--- config.mk ---
export PLATFORM = sky130hd
export DESIGN_NAME = lpmc_top
export DESIGN_NICKNAME = d
export VERILOG_FILES = /design/src/hdl/lpmc_warmup.v /design/src/hdl/lpmc_top.v
export VERILOG_INCLUDE_DIRS = /design/src /design/src/hdl
export SDC_FILE = /design/constraint.sdc
export NUM_CORES = 1
export LEC_CHECK = 0
export ABC_AREA = 1
export BUFFER_PORTS_ARGS = -buffer_cell sky130_fd_sc_hd__buf_4
export CAP_MARGIN = 20
export CORE_MARGIN = 10
export CORE_UTILIZATION = 57
export CTS_CLUSTER_DIAMETER = 150
export CTS_CLUSTER_SIZE = 24
export DETAILED_ROUTE_END_ITERATION = 10
export GPL_TIMING_DRIVEN = 0
export PLACE_DENSITY = 0.79
export SETUP_SLACK_MARGIN = 0.4
export SYNTH_ARGS = -nofsm -noshare
export SYNTH_HDL_FRONTEND = slang
export SYNTH_SLANG_ARGS = --single-unit
--- constraint.sdc ---
create_clock -name CLK_SYS -period 2.39 [get_ports CLK_SYS]
set_clock_uncertainty 0.2 [all_clocks]
set_input_delay 0.3585 -clock CLK_SYS [delete_from_list [all_inputs] [get_ports CLK_SYS]]
set_output_delay 0.3585 -clock CLK_SYS [all_outputs]
set_load 0.01 [all_outputs]
--- src/hdl/lpmc_regs.vh ---
// constants for the low power mode controller: offsets, fields, resets,
// mode codes and timing counts; assumes an 8-bit plain register port.
// Summary of operation
// - sleep: high osc, core, peripherals off; timer on
// - sleep entered and left like idle
// - sleep exit resumes low run, high osc off
// - sleep/idle: only base timer clocked, core halted
// - timer-only modes exit on selected source fall
// - stop halts everything including both oscillators
// - stop/sleep peripherals freeze or reset
// - writing one to halt-request bit enters stop
// - wake plus warm-up returns to previous mode
// - stop retains memory, registers, status word
// - port hold enable governs latches in stop
// - stop entry clears prescaler and divider
// - stop holds address two instructions ahead
// - reset ends stop; then single high run
// - wake by pin, key wakeup, voltage detect
// - timing-gen halt bit enters high idle from N1 run, sleep from S1 run
// - level release: wake pin high leaves stop
// - edge release: wake pin rise leaves stop
`ifndef LPMC_REGS_VH
`define LPMC_REGS_VH
`define LPMC_A_SC1 3'h0
`define LPMC_A_SC2 3'h1
`define LPMC_A_TBC 3'h2
`define LPMC_A_WUC 3'h3
`define LPMC_A_STAT 3'h4
`define LPMC_A_DIV 3'h5
`define LPMC_SC1_STOP 7
`define LPMC_SC1_WAKE_RELEASE_STYLE 6
`define LPMC_SC1_HOLD 4
`define LPMC_SC2_HFEN 7
`define LPMC_SC2_LFEN 6
`define LPMC_SC2_LOW 5
`define LPMC_SC2_TGH 2
`define LPMC_SC1_RST 8'h00
`define LPMC_SC2_RST 8'h80
`define LPMC_TBC_RST 3'h0
`define LPMC_WUC_RST 8'h04
`define LPMC_LF_LAST 2'h3
`define LPMC_WU_UNIT 16'h0010
`define LPMC_M_N1 3'h0
`define LPMC_M_N2 3'h1
`define LPMC_M_S2 3'h2
`define LPMC_M_S1 3'h3
`define LPMC_M_HIGH_CLOCK_TIMER_ONLY_IDLE 3'h4
`define LPMC_M_LOW_CLOCK_TIMER_ONLY_SLEEP 3'h5
`define LPMC_M_STOP 3'h6
`define LPMC_M_WARM 3'h7
`endif

--- src/hdl/lpmc_warmup.v ---
// warm-up timer: counts count*UNIT clock cycles after a start pulse.
// assumes start is a one-cycle pulse from the controller.
`timescale 1ns/10ps
`default_nettype none
module lpmc_warmup #(
    parameter [15:0] UNIT = 16'h0010
) (
    input wire clk,
    input wire rst,
    input wire start,
    input wire [7:0] count,
    output reg done
);
    reg busy;
    reg [7:0] left;
    reg [15:0] sub;

    always @(posedge clk) begin
        if (rst) begin
            busy <= 1'b0;
            left <= 8'h00;
            sub <= 16'h0000;
            done <= 1'b0;
        end else begin
            done <= 1'b0;
            if (start) begin
                busy <= 1'b1;
                left <= count;
                sub <= UNIT - 16'h0001;
            end else if (busy) begin
                if (left == 8'h00) begin
                    busy <= 1'b0;
                    done <= 1'b1;
                end else if (sub == 16'h0000) begin
                    sub <= UNIT - 16'h0001;
                    left <= left - 8'h01;
                end else begin
                    sub <= sub - 16'h0001;
                end
            end
        end
    end
endmodule // lpmc_warmup
`default_nettype wire

--- src/hdl/lpmc_top.v ---
// low power mode controller: run, timer-only idle/sleep, stop, warm-up.
// assumes all inputs synchronous to CLK_SYS and a core that stalls on
// CORE_CLK_EN low and reports the halt-request instruction address.
//
// Implementation choices: the placing of the registers and the plain strobed port.
`timescale 1ns/10ps
`default_nettype none
`include "lpmc_regs.vh"
module lpmc_top #(
    parameter DIV_W = 16,
    parameter [15:0] WU_UNIT = `LPMC_WU_UNIT
) (
    input wire CLK_SYS,
    input wire RST,
    input wire [2:0] ADDR,
    input wire [7:0] WDATA,
    input wire WR,
    input wire RD,
    output reg [7:0] RDATA,
    input wire LF_CLK,
    input wire WAKE_PIN,
    input wire KEY_WAKE,
    input wire VOLT_WAKE,
    input wire RESET_SRC,
    input wire [15:0] INSN_ADDR,
    output reg HF_OSC_EN,
    output reg LF_OSC_EN,
    output reg CORE_CLK_EN,
    output reg PERIPH_CLK_EN,
    output reg TBT_CLK_EN,
    output reg PERIPH_FREEZE,
    output reg RETAIN,
    output reg PORT_HOLD,
    output reg [15:0] PC_HOLD,
    output reg RESUME,
    output reg [2:0] MODE
);
    localparam [1:0] S_RUN = 2'h0;
    localparam [1:0] S_TONLY = 2'h1;
    localparam [1:0] S_STOP = 2'h2;
    localparam [1:0] S_WARM = 2'h3;
    localparam [7:0] SC1_RST = `LPMC_SC1_RST;
    localparam [7:0] SC2_RST = `LPMC_SC2_RST;

    // run mode from the clock-gear bits
    function [2:0] run_mode;
        input low;
        input hf;
        input lf;
        begin
            if (low) begin
                run_mode = hf ? `LPMC_M_S2 : `LPMC_M_S1;
            end else begin
                run_mode = lf ? `LPMC_M_N2 : `LPMC_M_N1;
            end
        end
    endfunction

    // divider stage picked by the base timer clock select
    function [3:0] tb_idx;
        input [2:0] sel;
        begin
            case (sel)
                3'h0: tb_idx = 4'hF;
                3'h1: tb_idx = 4'hD;
                3'h2: tb_idx = 4'hB;
                3'h3: tb_idx = 4'h9;
                3'h4: tb_idx = 4'h7;
                3'h5: tb_idx = 4'h5;
                3'h6: tb_idx = 4'h3;
                3'h7: tb_idx = 4'h1;
                default: tb_idx = 4'hF;
            endcase
        end
    endfunction

    wire rst_all;
    reg [1:0] state;
    reg [1:0] next_state;
    reg stop_req;
    reg wake_release_style;
    reg hold_en;
    reg hf_en;
    reg lf_en;
    reg low_sel;
    reg [2:0] tb_sel;
    reg [7:0] wu_count;
    reg [2:0] ret_mode;
    reg ret_hf;
    reg ret_lf;
    reg ret_low;
    reg [DIV_W-1:0] div;
    reg tb_prev;
    reg lf_prev;
    reg [1:0] lf_cnt;
    reg wake_prev;
    reg warm_go;
    reg warm_reset;
    reg resume_evt;
    wire warm_done;
    wire lf_rise;
    wire lf_q;
    wire div_en;
    wire tb_bit;
    wire tb_fall;
    wire stop_wake;
    wire stop_ok;
    wire [2:0] cur_mode;
    wire [2:0] now_run;

    assign rst_all = RST | RESET_SRC;
    assign now_run = run_mode(low_sel, hf_en, lf_en);
    assign cur_mode = (state == S_RUN) ? now_run :
                      (state == S_TONLY) ?
                      (low_sel ? `LPMC_M_LOW_CLOCK_TIMER_ONLY_SLEEP : `LPMC_M_HIGH_CLOCK_TIMER_ONLY_IDLE) :
                      (state == S_STOP) ? `LPMC_M_STOP : `LPMC_M_WARM;

    // quarter of the low-frequency clock
    assign lf_rise = LF_CLK & ~lf_prev;
    assign lf_q = lf_rise & (lf_cnt == `LPMC_LF_LAST);

    always @(posedge CLK_SYS) begin
        if (rst_all) begin
            lf_prev <= 1'b0;
            lf_cnt <= 2'h0;
        end else begin
            lf_prev <= LF_CLK;
            if (lf_rise) begin
                lf_cnt <= lf_cnt + 2'h1;
            end
        end
    end

    // divider runs on the gear clock or on a quarter of the low clock
    assign div_en = ((state == S_RUN) | (state == S_TONLY)) &
                    (low_sel ? lf_q : 1'b1);
    assign tb_bit = div[tb_idx(tb_sel)];
    assign tb_fall = tb_prev & ~tb_bit;

    always @(posedge CLK_SYS) begin
        if (rst_all) begin
            div <= {DIV_W{1'b0}};
            tb_prev <= 1'b0;
        end else if (next_state == S_STOP && state == S_RUN) begin
            div <= {DIV_W{1'b0}};
            tb_prev <= 1'b0;
        end else begin
            if (div_en) begin
                div <= div + {{(DIV_W-1){1'b0}}, 1'b1};
            end
            tb_prev <= tb_bit;
        end
    end

    // stop release: level or rising edge on the wake pin, key, voltage
    assign stop_wake = (wake_release_style ? WAKE_PIN : (WAKE_PIN & ~wake_prev)) |
                       KEY_WAKE | VOLT_WAKE;
    // level release refuses to start while the wake pin is high
    assign stop_ok = ~(WDATA[`LPMC_SC1_WAKE_RELEASE_STYLE] & WAKE_PIN);

    always @* begin
        next_state = state;
        case (state)
            S_RUN: begin
                if (WR && ADDR == `LPMC_A_SC1 &&
                    WDATA[`LPMC_SC1_STOP] && stop_ok) begin
                    next_state = S_STOP;
                end else if (WR && ADDR == `LPMC_A_SC2 &&
                             WDATA[`LPMC_SC2_TGH] &&
                             (now_run == `LPMC_M_N1 ||
                              now_run == `LPMC_M_S1)) begin
                    next_state = S_TONLY;
                end
            end
            S_TONLY: begin
                if (tb_fall) begin
                    next_state = S_RUN;
                end
            end
            S_STOP: begin
                if (stop_wake) begin
                    next_state = S_WARM;
                end
            end
            S_WARM: begin
                if (warm_done) begin
                    next_state = S_RUN;
                end
            end
            default: next_state = S_RUN;
        endcase
    end

    // control registers and mode state
    always @(posedge CLK_SYS) begin
        if (rst_all) begin
            state <= S_WARM;
            stop_req <= SC1_RST[`LPMC_SC1_STOP];
            wake_release_style <= 1'b0;
            hold_en <= 1'b0;
            hf_en <= SC2_RST[`LPMC_SC2_HFEN];
            lf_en <= 1'b0;
            low_sel <= 1'b0;
            tb_sel <= `LPMC_TBC_RST;
            wu_count <= `LPMC_WUC_RST;
            ret_mode <= `LPMC_M_N1;
            ret_hf <= 1'b1;
            ret_lf <= 1'b0;
            ret_low <= 1'b0;
            wake_prev <= 1'b0;
            warm_go <= 1'b0;
            warm_reset <= 1'b1;
            resume_evt <= 1'b0;
            PC_HOLD <= 16'h0000;
        end else begin
            state <= next_state;
            wake_prev <= WAKE_PIN;
            warm_go <= warm_reset |
                       (state == S_STOP && next_state == S_WARM);
            warm_reset <= 1'b0;
            resume_evt <= (state != S_RUN) & (next_state == S_RUN);
            if (WR && state == S_RUN) begin
                case (ADDR)
                    `LPMC_A_SC1: begin
                        wake_release_style <= WDATA[`LPMC_SC1_WAKE_RELEASE_STYLE];
                        hold_en <= WDATA[`LPMC_SC1_HOLD];
                    end
                    `LPMC_A_SC2: begin
                        hf_en <= WDATA[`LPMC_SC2_HFEN];
                        lf_en <= WDATA[`LPMC_SC2_LFEN];
                        low_sel <= WDATA[`LPMC_SC2_LOW];
                    end
                    `LPMC_A_TBC: tb_sel <= WDATA[2:0];
                    `LPMC_A_WUC: wu_count <= WDATA;
                    default: ;
                endcase
            end
            if (state == S_RUN && next_state == S_STOP) begin
                stop_req <= 1'b1;
                ret_mode <= now_run;
                ret_hf <= hf_en;
                ret_lf <= lf_en;
                ret_low <= low_sel;
                PC_HOLD <= INSN_ADDR + 16'h0002;
            end
            if (state == S_WARM && next_state == S_RUN) begin
                stop_req <= 1'b0;
                hf_en <= ret_hf;
                lf_en <= ret_lf;
                low_sel <= ret_low;
            end
            if (state == S_TONLY && next_state == S_RUN && low_sel) begin
                hf_en <= 1'b0;
            end
        end
    end

    lpmc_warmup #(
        .UNIT(WU_UNIT)
    ) u_warm (
        .clk(CLK_SYS),
        .rst(rst_all),
        .start(warm_go),
        .count(wu_count),
        .done(warm_done)
    );

    // registered outputs
    always @(posedge CLK_SYS) begin
        if (rst_all) begin
            HF_OSC_EN <= 1'b1;
            LF_OSC_EN <= 1'b0;
            CORE_CLK_EN <= 1'b0;
            PERIPH_CLK_EN <= 1'b0;
            TBT_CLK_EN <= 1'b0;
            PERIPH_FREEZE <= 1'b0;
            RETAIN <= 1'b0;
            PORT_HOLD <= 1'b0;
            RESUME <= 1'b0;
            MODE <= `LPMC_M_WARM;
        end else begin
            MODE <= cur_mode;
            RESUME <= resume_evt;
            case (state)
                S_RUN: begin
                    HF_OSC_EN <= hf_en | ~low_sel;
                    LF_OSC_EN <= lf_en | low_sel;
                    CORE_CLK_EN <= 1'b1;
                    PERIPH_CLK_EN <= 1'b1;
                    TBT_CLK_EN <= 1'b1;
                    PERIPH_FREEZE <= 1'b0;
                    RETAIN <= 1'b0;
                    PORT_HOLD <= 1'b0;
                end
                S_TONLY: begin
                    HF_OSC_EN <= ~low_sel;
                    LF_OSC_EN <= lf_en | low_sel;
                    CORE_CLK_EN <= 1'b0;
                    PERIPH_CLK_EN <= 1'b0;
                    TBT_CLK_EN <= 1'b1;
                    PERIPH_FREEZE <= 1'b1;
                    RETAIN <= 1'b0;
                    PORT_HOLD <= 1'b0;
                end
                S_STOP: begin
                    HF_OSC_EN <= 1'b0;
                    LF_OSC_EN <= 1'b0;
                    CORE_CLK_EN <= 1'b0;
                    PERIPH_CLK_EN <= 1'b0;
                    TBT_CLK_EN <= 1'b0;
                    PERIPH_FREEZE <= 1'b1;
                    RETAIN <= 1'b1;
                    PORT_HOLD <= hold_en;
                end
                S_WARM: begin
                    HF_OSC_EN <= ret_hf | ~ret_low;
                    LF_OSC_EN <= ret_lf | ret_low;
                    CORE_CLK_EN <= 1'b0;
                    PERIPH_CLK_EN <= 1'b0;
                    TBT_CLK_EN <= 1'b0;
                    PERIPH_FREEZE <= stop_req;
                    RETAIN <= stop_req;
                    PORT_HOLD <= stop_req & hold_en;
                end
                default: begin
                    HF_OSC_EN <= 1'b1;
                    LF_OSC_EN <= 1'b0;
                    CORE_CLK_EN <= 1'b0;
                    PERIPH_CLK_EN <= 1'b0;
                    TBT_CLK_EN <= 1'b0;
                    PERIPH_FREEZE <= 1'b0;
                    RETAIN <= 1'b0;
                    PORT_HOLD <= 1'b0;
                end
            endcase
        end
    end

    // register read port, data valid the cycle after the strobe
    always @(posedge CLK_SYS) begin
        if (rst_all) begin
            RDATA <= 8'h00;
        end else if (RD) begin
            case (ADDR)
                `LPMC_A_SC1: RDATA <= {stop_req, wake_release_style, 1'b0, hold_en,
                                       4'h0};
                `LPMC_A_SC2: RDATA <= {hf_en, lf_en, low_sel, 2'h0,
                                       state == S_TONLY, 2'h0};
                `LPMC_A_TBC: RDATA <= {5'h00, tb_sel};
                `LPMC_A_WUC: RDATA <= wu_count;
                `LPMC_A_STAT: RDATA <= {ret_mode, 2'h0, cur_mode};
                `LPMC_A_DIV: RDATA <= div[7:0];
                default: RDATA <= 8'h00;
            endcase
        end else begin
            RDATA <= 8'h00;
        end
    end
endmodule // lpmc_top
`default_nettype wire

=== Yosys cells after proc, flatten, opt, wreduce, memory -nomap -nowiden ===
Memories as Yosys holds them, arrays and structs flattened. A register that Yosys moved wholly into a read port is not among the register bits.
Index checks and enable logic that the tools add are counted.

* Register bits: 110
* Memory bits (read-only): 24
* Input port bits: 36
* Output and inout bits: 36
* Memories: 1

* Add/sub/neg operators: 5
* Magnitude comparators: 1
* Eq/ne operators: 13
* Multiplexer cells: 50
* Bitwise operators: 26
* Reductions and logical operators: 43

{| class="wikitable"
|+ Memories
! name !! depth !! width !! rd ports !! clocked after Yosys merged registers in !! write ports !! RTL line !! RTL
|-
| (name not given) || 8 || 3 || 1 || 1 || 0 || lpmc_top.v:63 || <nowiki>case (sel)</nowiki>
|}

{| class="wikitable"
|+ Operator list
! cell !! number
|-
| $pmux W8 S6 || 1
|-
| $mux W8 || 4
|-
| $mux W1 || 22
|-
| $add A16 B1 Y16 const B || 1
|-
| $add A16 B2 Y16 const B || 1
|-
| $logic_not A16 Y1 || 1
|-
| $mux W16 || 1
|-
| $sub A16 B1 Y16 const B || 1
|-
| $mux W2 || 7
|-
| $reduce_and A2 Y1 || 7
|-
| $reduce_or A2 Y1 || 7
|-
| $logic_and A1 B1 Y1 || 12
|-
| $mux W4 || 3
|-
| $pmux W1 S3 || 4
|-
| $eq A2 B2 Y1 const B || 5
|-
| $reduce_bool A2 Y1 || 5
|-
| $eq A3 B2 Y1 const B || 3
|-
| $mux W3 || 3
|-
| $not A1 Y1 || 9
|-
| $or A1 B1 Y1 || 9
|-
| $and A1 B1 Y1 || 8
|-
| $logic_not A8 Y1 || 1
|-
| $pmux W2 S4 || 1
|-
| $sub A8 B1 Y8 const B || 1
|-
| 15 further kinds || 21
|}

=== Longest topological paths before layout ===
* Word-level depth: 13
* Gate-level depth with buffers: 16
* Mapped depth without buffers: 16

=== Cells and area by module ===
Synthesis repeated with hierarchy kept, for this count alone.

* Cells, all modules: 750
* Area total of the unflattened synthesis: 5,452.7 sq um

{| class="wikitable"
|+ By module, submodules not included
! module !! instances !! cells each !! area an instance (sq um)
|-
| lpmc_top || 1 || 505 || 3,854.9
|-
| lpmc_warmup || 1 || 245 || 1,597.8
|}

=== Worst setup path after synthesis ===
No wires, ideal clock.

* Path type: reg-to-reg
* Start point: reg state[0]
* End point: reg div[14]
* Data arrival time: 1,670 ps
* Slack: 405 ps
* Cell stages (with the launch flop): 13
* Buffers on the path: 1
* Cells stage by stage: dfxtp_1 -> inv_1 -> ha_1 -> buf_2 -> nor2_1 -> inv_1 -> nand2_4 -> nor2_4 -> nand3_4 -> nor3_4 -> nand4_1 -> xor2_1 -> nor2_2

* Word-level cells in the longest chain between the ends: 6
* Elaborated cells on any way between the ends: 15

{| class="wikitable"
|+ Ends and longest elaborated chain
! item !! RTL line !! RTL
|-
| from (decl) || lpmc_top.v:78 || <nowiki>reg [1:0] state;</nowiki>
|-
| from (signal assigned) || lpmc_top.v:216 || <nowiki>state <= next_state;</nowiki>
|-
| $mux W2 || lpmc_top.v:168 || <nowiki>end else if (WR && ADDR == `LPMC_A_SC2 &&</nowiki>
|-
| $mux W2 || lpmc_top.v:165 || <nowiki>if (WR && ADDR == `LPMC_A_SC1 &&</nowiki>
|-
| $pmux W2 S4 || lpmc_top.v:163 || <nowiki>case (state)</nowiki>
|-
| $eq A2 B2 Y1 || lpmc_top.v:144 || <nowiki>end else if (next_state == S_STOP && state == S_RUN) begin</nowiki>
|-
| $logic_and A1 B1 Y1 || lpmc_top.v:144 ||
|-
| $reduce_or A2 Y1 (no source line) || - ||
|-
| to (signal assigned) || lpmc_top.v:142 || <nowiki>div <= {DIV_W{1'b0}};</nowiki>
|-
| to (signal assigned) || lpmc_top.v:145 || <nowiki>div <= {DIV_W{1'b0}};</nowiki>
|-
| to (signal assigned) || lpmc_top.v:149 || <nowiki>div <= div + {{(DIV_W-1){1'b0}}, 1'b1};</nowiki>
|-
| to (decl) || lpmc_top.v:92 || <nowiki>reg [DIV_W-1:0] div;</nowiki>
|}

Several ways; a longest one is shown, not always the timed one.
A chain may end at the register's enable or synchronous reset.

=== Worst setup path in the final report ===
* Start point: reg u_warm.left[3]
* End point: reg u_warm.sub[14]

* Word-level cells in the longest chain between the ends: 3

{| class="wikitable"
|+ Ends and longest elaborated chain
! item !! RTL line !! RTL
|-
| from (decl) || lpmc_warmup.v:15 || <nowiki>reg [7:0] left;</nowiki>
|-
| from (signal assigned) || lpmc_warmup.v:28 || <nowiki>left <= count;</nowiki>
|-
| from (signal assigned) || lpmc_warmup.v:36 || <nowiki>left <= left - 8'h01;</nowiki>
|-
| $logic_not A8 Y1 || lpmc_warmup.v:31 || <nowiki>if (left == 8'h00) begin</nowiki>
|-
| $not A1 Y1 (no source line) || - ||
|-
| $reduce_and A2 Y1 (no source line) || - ||
|-
| to (signal assigned) || lpmc_warmup.v:29 || <nowiki>sub <= UNIT - 16'h0001;</nowiki>
|-
| to (signal assigned) || lpmc_warmup.v:35 || <nowiki>sub <= UNIT - 16'h0001;</nowiki>
|-
| to (signal assigned) || lpmc_warmup.v:38 || <nowiki>sub <= sub - 16'h0001;</nowiki>
|-
| to (decl) || lpmc_warmup.v:16 || <nowiki>reg [15:0] sub;</nowiki>
|}

Every way passes these cells.

==> results.py <==
metrics = {
    "setup_path": {
        "crit_chain": "inv_2 > nand2_4 > nor3_4 > nand4_1 > nand2_2 > inv_4 > nor2_8 > nor2_4 > nor2_4 > inv_4 > clkbuf_16 > nor2_2",
        "cp_max_fo": 6,
        "end_kind": "flop",
        "required_ps": 2500,
        "startpoint_type": "flop",
        "worstPathArrival_ps": 2180,
        "crit_type": "flop to flop",
        "max_stage_delay_ps": 350,
        "slowest_stage": "dfxtp_2",
    },
    "sta": {
        "final.setup.tns_ps": 0,
        "setup_violations": 0,
        "finalHoldViolations": 0,
        "rsz0062_at_grt": "true",
        "post-route-period-util_pct": 86.4,
        "period_needed_ps": 2070,
        "slew_viol_final": 0,
        "worstMarginPinSlew_ps": 625,
        "relSlewSlack_pct": 58.3,
        "max_freq_ghz": 0.484,
    },
    "routing": {
        "wl_per_cell_um": 17.4,
        "drc": 0,
        "wl_um": 16200,
        "drt_iter0_drc": 676,
        "drtPass1Iterations": 5,
        "num_vias": 5320,
        "vias_per_cell": 5.73,
        "highest_layer": "met4",
        "wl_met3_um": 1140,
        "ant_nets": 0,
        "routed-wl-met2_um": 8200,
        "wl_met1_um": 6390,
    },
    "placement": {
        "routabilityCongestion": 0.952,
        "dpl.hpwl_um": 10400,
        "place_area_mm2": 0.00596,
        "numPortBuffers": 71,
        "dpl.cell_count": 859,
    },
    "cts": {
        "cts_tree": "built",
        "cts_made_buffers": 9,
        "root_buffer": "clkbuf_8",
        "hold_buffers": 0,
        "clkTransAtPathRegs_ps": 100,
        "clock_sinks": 111,
        "clk_latency_ps": 370,
        "cts.htree.levels": 3,
        "cts_buffer_depth": 2,
    },
    "final_layout": {
        "stdcell_area_mm2": 0.00707,
        "antenna_cells": 0,
        "fill_cells": 588,
        "num-nets-final": 860,
        "synthToLayoutAreaGrowth_pct": 33.8,
        "drive_above_1_share_pct": 36.1,
        "stdcell_count": 928,
    },
    "synth": {
        "ys_types": 59,
        "synth_top_cells_by_area": "dfxtp_1 42%, nand2_1 7.3%, inv_1 5.7%, nor2_1 5.5%, nand3_1 3.9%",
        "ys_seq_area_share_pct": 42.0,
        "syn_area_per_cell_um2": 7.81,
        "synth_nets": 724,
        "synth_top_area_share_pct": 42.0,
        "syn_area_mm2": 0.00529,
        "ys_warn_count": 0,
        "synth_seq_cells": 111,
        "yosysTopAreaCell": "dfxtp_1",
        "synthCells": 677,
    },
    "global_route": {
        "antenna_found_initial": 0,
        "grt_max_degree": 17,
        "grt_pass1_wl_um": 22900,
        "gr-total-overflow": 0,
        "grt_pass1_vias": 4886,
        "grt_usage_pct": 20.9,
    },
    "floorplanning": {
        "num_rows": 35,
        "ios": 72,
        "die_h_um": 116,
        "die_w_um": 116,
        "dieArea_mm2": 0.0135,
        "initial_core_util_pct": 57.7,
        "core-area_mm2": 0.00915,
    },
    "power_and_ir_drop": {
        "leakage_uw": 0.00296,
        "powerDensity_mw_per_mm2": 477,
        "ir_worst_vdd_mv": 0.338,
    },
    "outcome": {
        "status": "finished, final reports clean",
    },
    "min_path": {
        "hold_class": "input port to flop",
    },
    "flow_run": {
        "maxCapViolCount": 0,
    },
}
metrics by stage:
step	setup WS [ps]	hold slack, ps	power [µW]	utilization [%]
finish	325	0.175	3370	77.3
global route	221	14.3	3480	77.3
CTS	359	9.64	3290	69.4
detailed placement	148	216	2220	65.1
global placement	214	207	2210	65.1
floorplan	405	194	2100	-
worst max-delay path, delay by kind of cell, from the launching register on:
kind | cells | cell delay, ps
AND/OR/NAND/NOR | 8 | 1030
flip-flops | 1 | 350
buffers and inverters | 4 | 420
per-layer routing:
layer  track usage [%]  vias up
li1                  -     2506
met1              25.5     2503
met2              35.8      261
met3              3.85       50
met4              7.67        0
met5                 0        -
flip-flops by register name, indices dropped and copies added (netlist names), 2 cells and up, named ones only:
signal       cells
PC_HOLD         16
div             16
u_warm.sub      16
RDATA            8
u_warm.left      8
wu_count         8
MODE             3
tb_sel           3
lf_cnt           2
state            2
synth_stat cells (all sizes together):
| cell | number |
|---|---|
| a31oi | 6 |
| ha | 11 |
| or2 | 3 |
| buf | 11 |
| dfxtp | 111 |
| or3 | 1 |
| xor2 | 17 |
| mux2i | 1 |
| and3 | 2 |
| o21a | 2 |
| o22ai | 10 |
| o211ai | 2 |
| o221ai | 1 |
| o21ai | 51 |
| clkinv | 1 |
| a32o | 2 |
| nand3 | 44 |
| o32ai | 1 |
| a31o | 2 |
| nor4 | 3 |
| xnor2 | 7 |
| o2111ai | 1 |
| a21oi | 36 |
| nand2 | 113 |
| nor3b | 3 |
| clkbuf | 4 |
| nor3 | 26 |
| a41oi | 1 |
| nand3b | 3 |
| nor2 | 94 |
| inv | 93 |
| a221oi | 4 |
| nand4 | 8 |
| a22oi | 1 |
| a211oi | 1 |
cells by family after synthesis:
group,synth area share (%)
buffers and inverters,8.55
and+or+nand+nor,28.7
AOI/OAI and AO/OA,14.0
adders and majority gates,2.60
muxes,0.189
DFF,42.0
xor gates and xnor gates,3.98
repair_timing:
item                       CTS  global route
cloned                       0             5
pin swaps                   15            38
resized for setup           29           115
setup endpoints to repair   46            77
buffers inserted            16            33
cell type report:
type	instances	area, µm²	share of cell area, %
plain buffers	15	128	1.80
clock buffers	12	135	1.91
clock inverters	3	45.0	0.637
inverters	94	387	5.47
multi-input cells	458	2980	42.2
flip-flops and latches	111	2250	31.8
well taps	111	139	1.96
repair buffers	123	998	14.1
repair inverters	1	6.26	0.0885
cells in the final DEF (no fill, tap or decap), drive strengths merged:
cell type and instances:
nand4 8, nor3b 3, dfxtp 111, a21oi 36
a41oi 1, clkinv 1, o21ai 51, nand3b 3
ha 11, mux2i 1, nor3 26, a31o 2
nand3 44, a221oi 4, or2 3, inv 93
bufinv 1, nand2 114, nor2 94, nor4 3
xnor2 7, o211ai 2, o221ai 1, a31oi 6
and3 2, o22ai 10, clkbuf 19, buf 131
o21a 2, o32ai 1, a22oi 1, o2111ai 1
a211oi 1, clkinvlp 3, or3 1, a32o 2
xor2 17
final timing paths:
path	slack (ps)	cells after the start	startpoint	to
setup / recovery	320	12	u_warm.left[3]	u_warm.sub[14]
hold / removal	0.2	2	INSN_ADDR[1]	PC_HOLD[1]
setup reg to reg	320	12	u_warm.left[3]	u_warm.sub[14]
hold reg to reg	220	2	resume_evt	RESUME
power breakdown:
group	leakage, µW	internal, µW	switching, µW	total [µW]
Clock	0.0000827	482	611	1090
Combinational	0.00198	171	233	404
Sequential	0.000900	1860	14.6	1880
(Power assumes the default switching activity.)
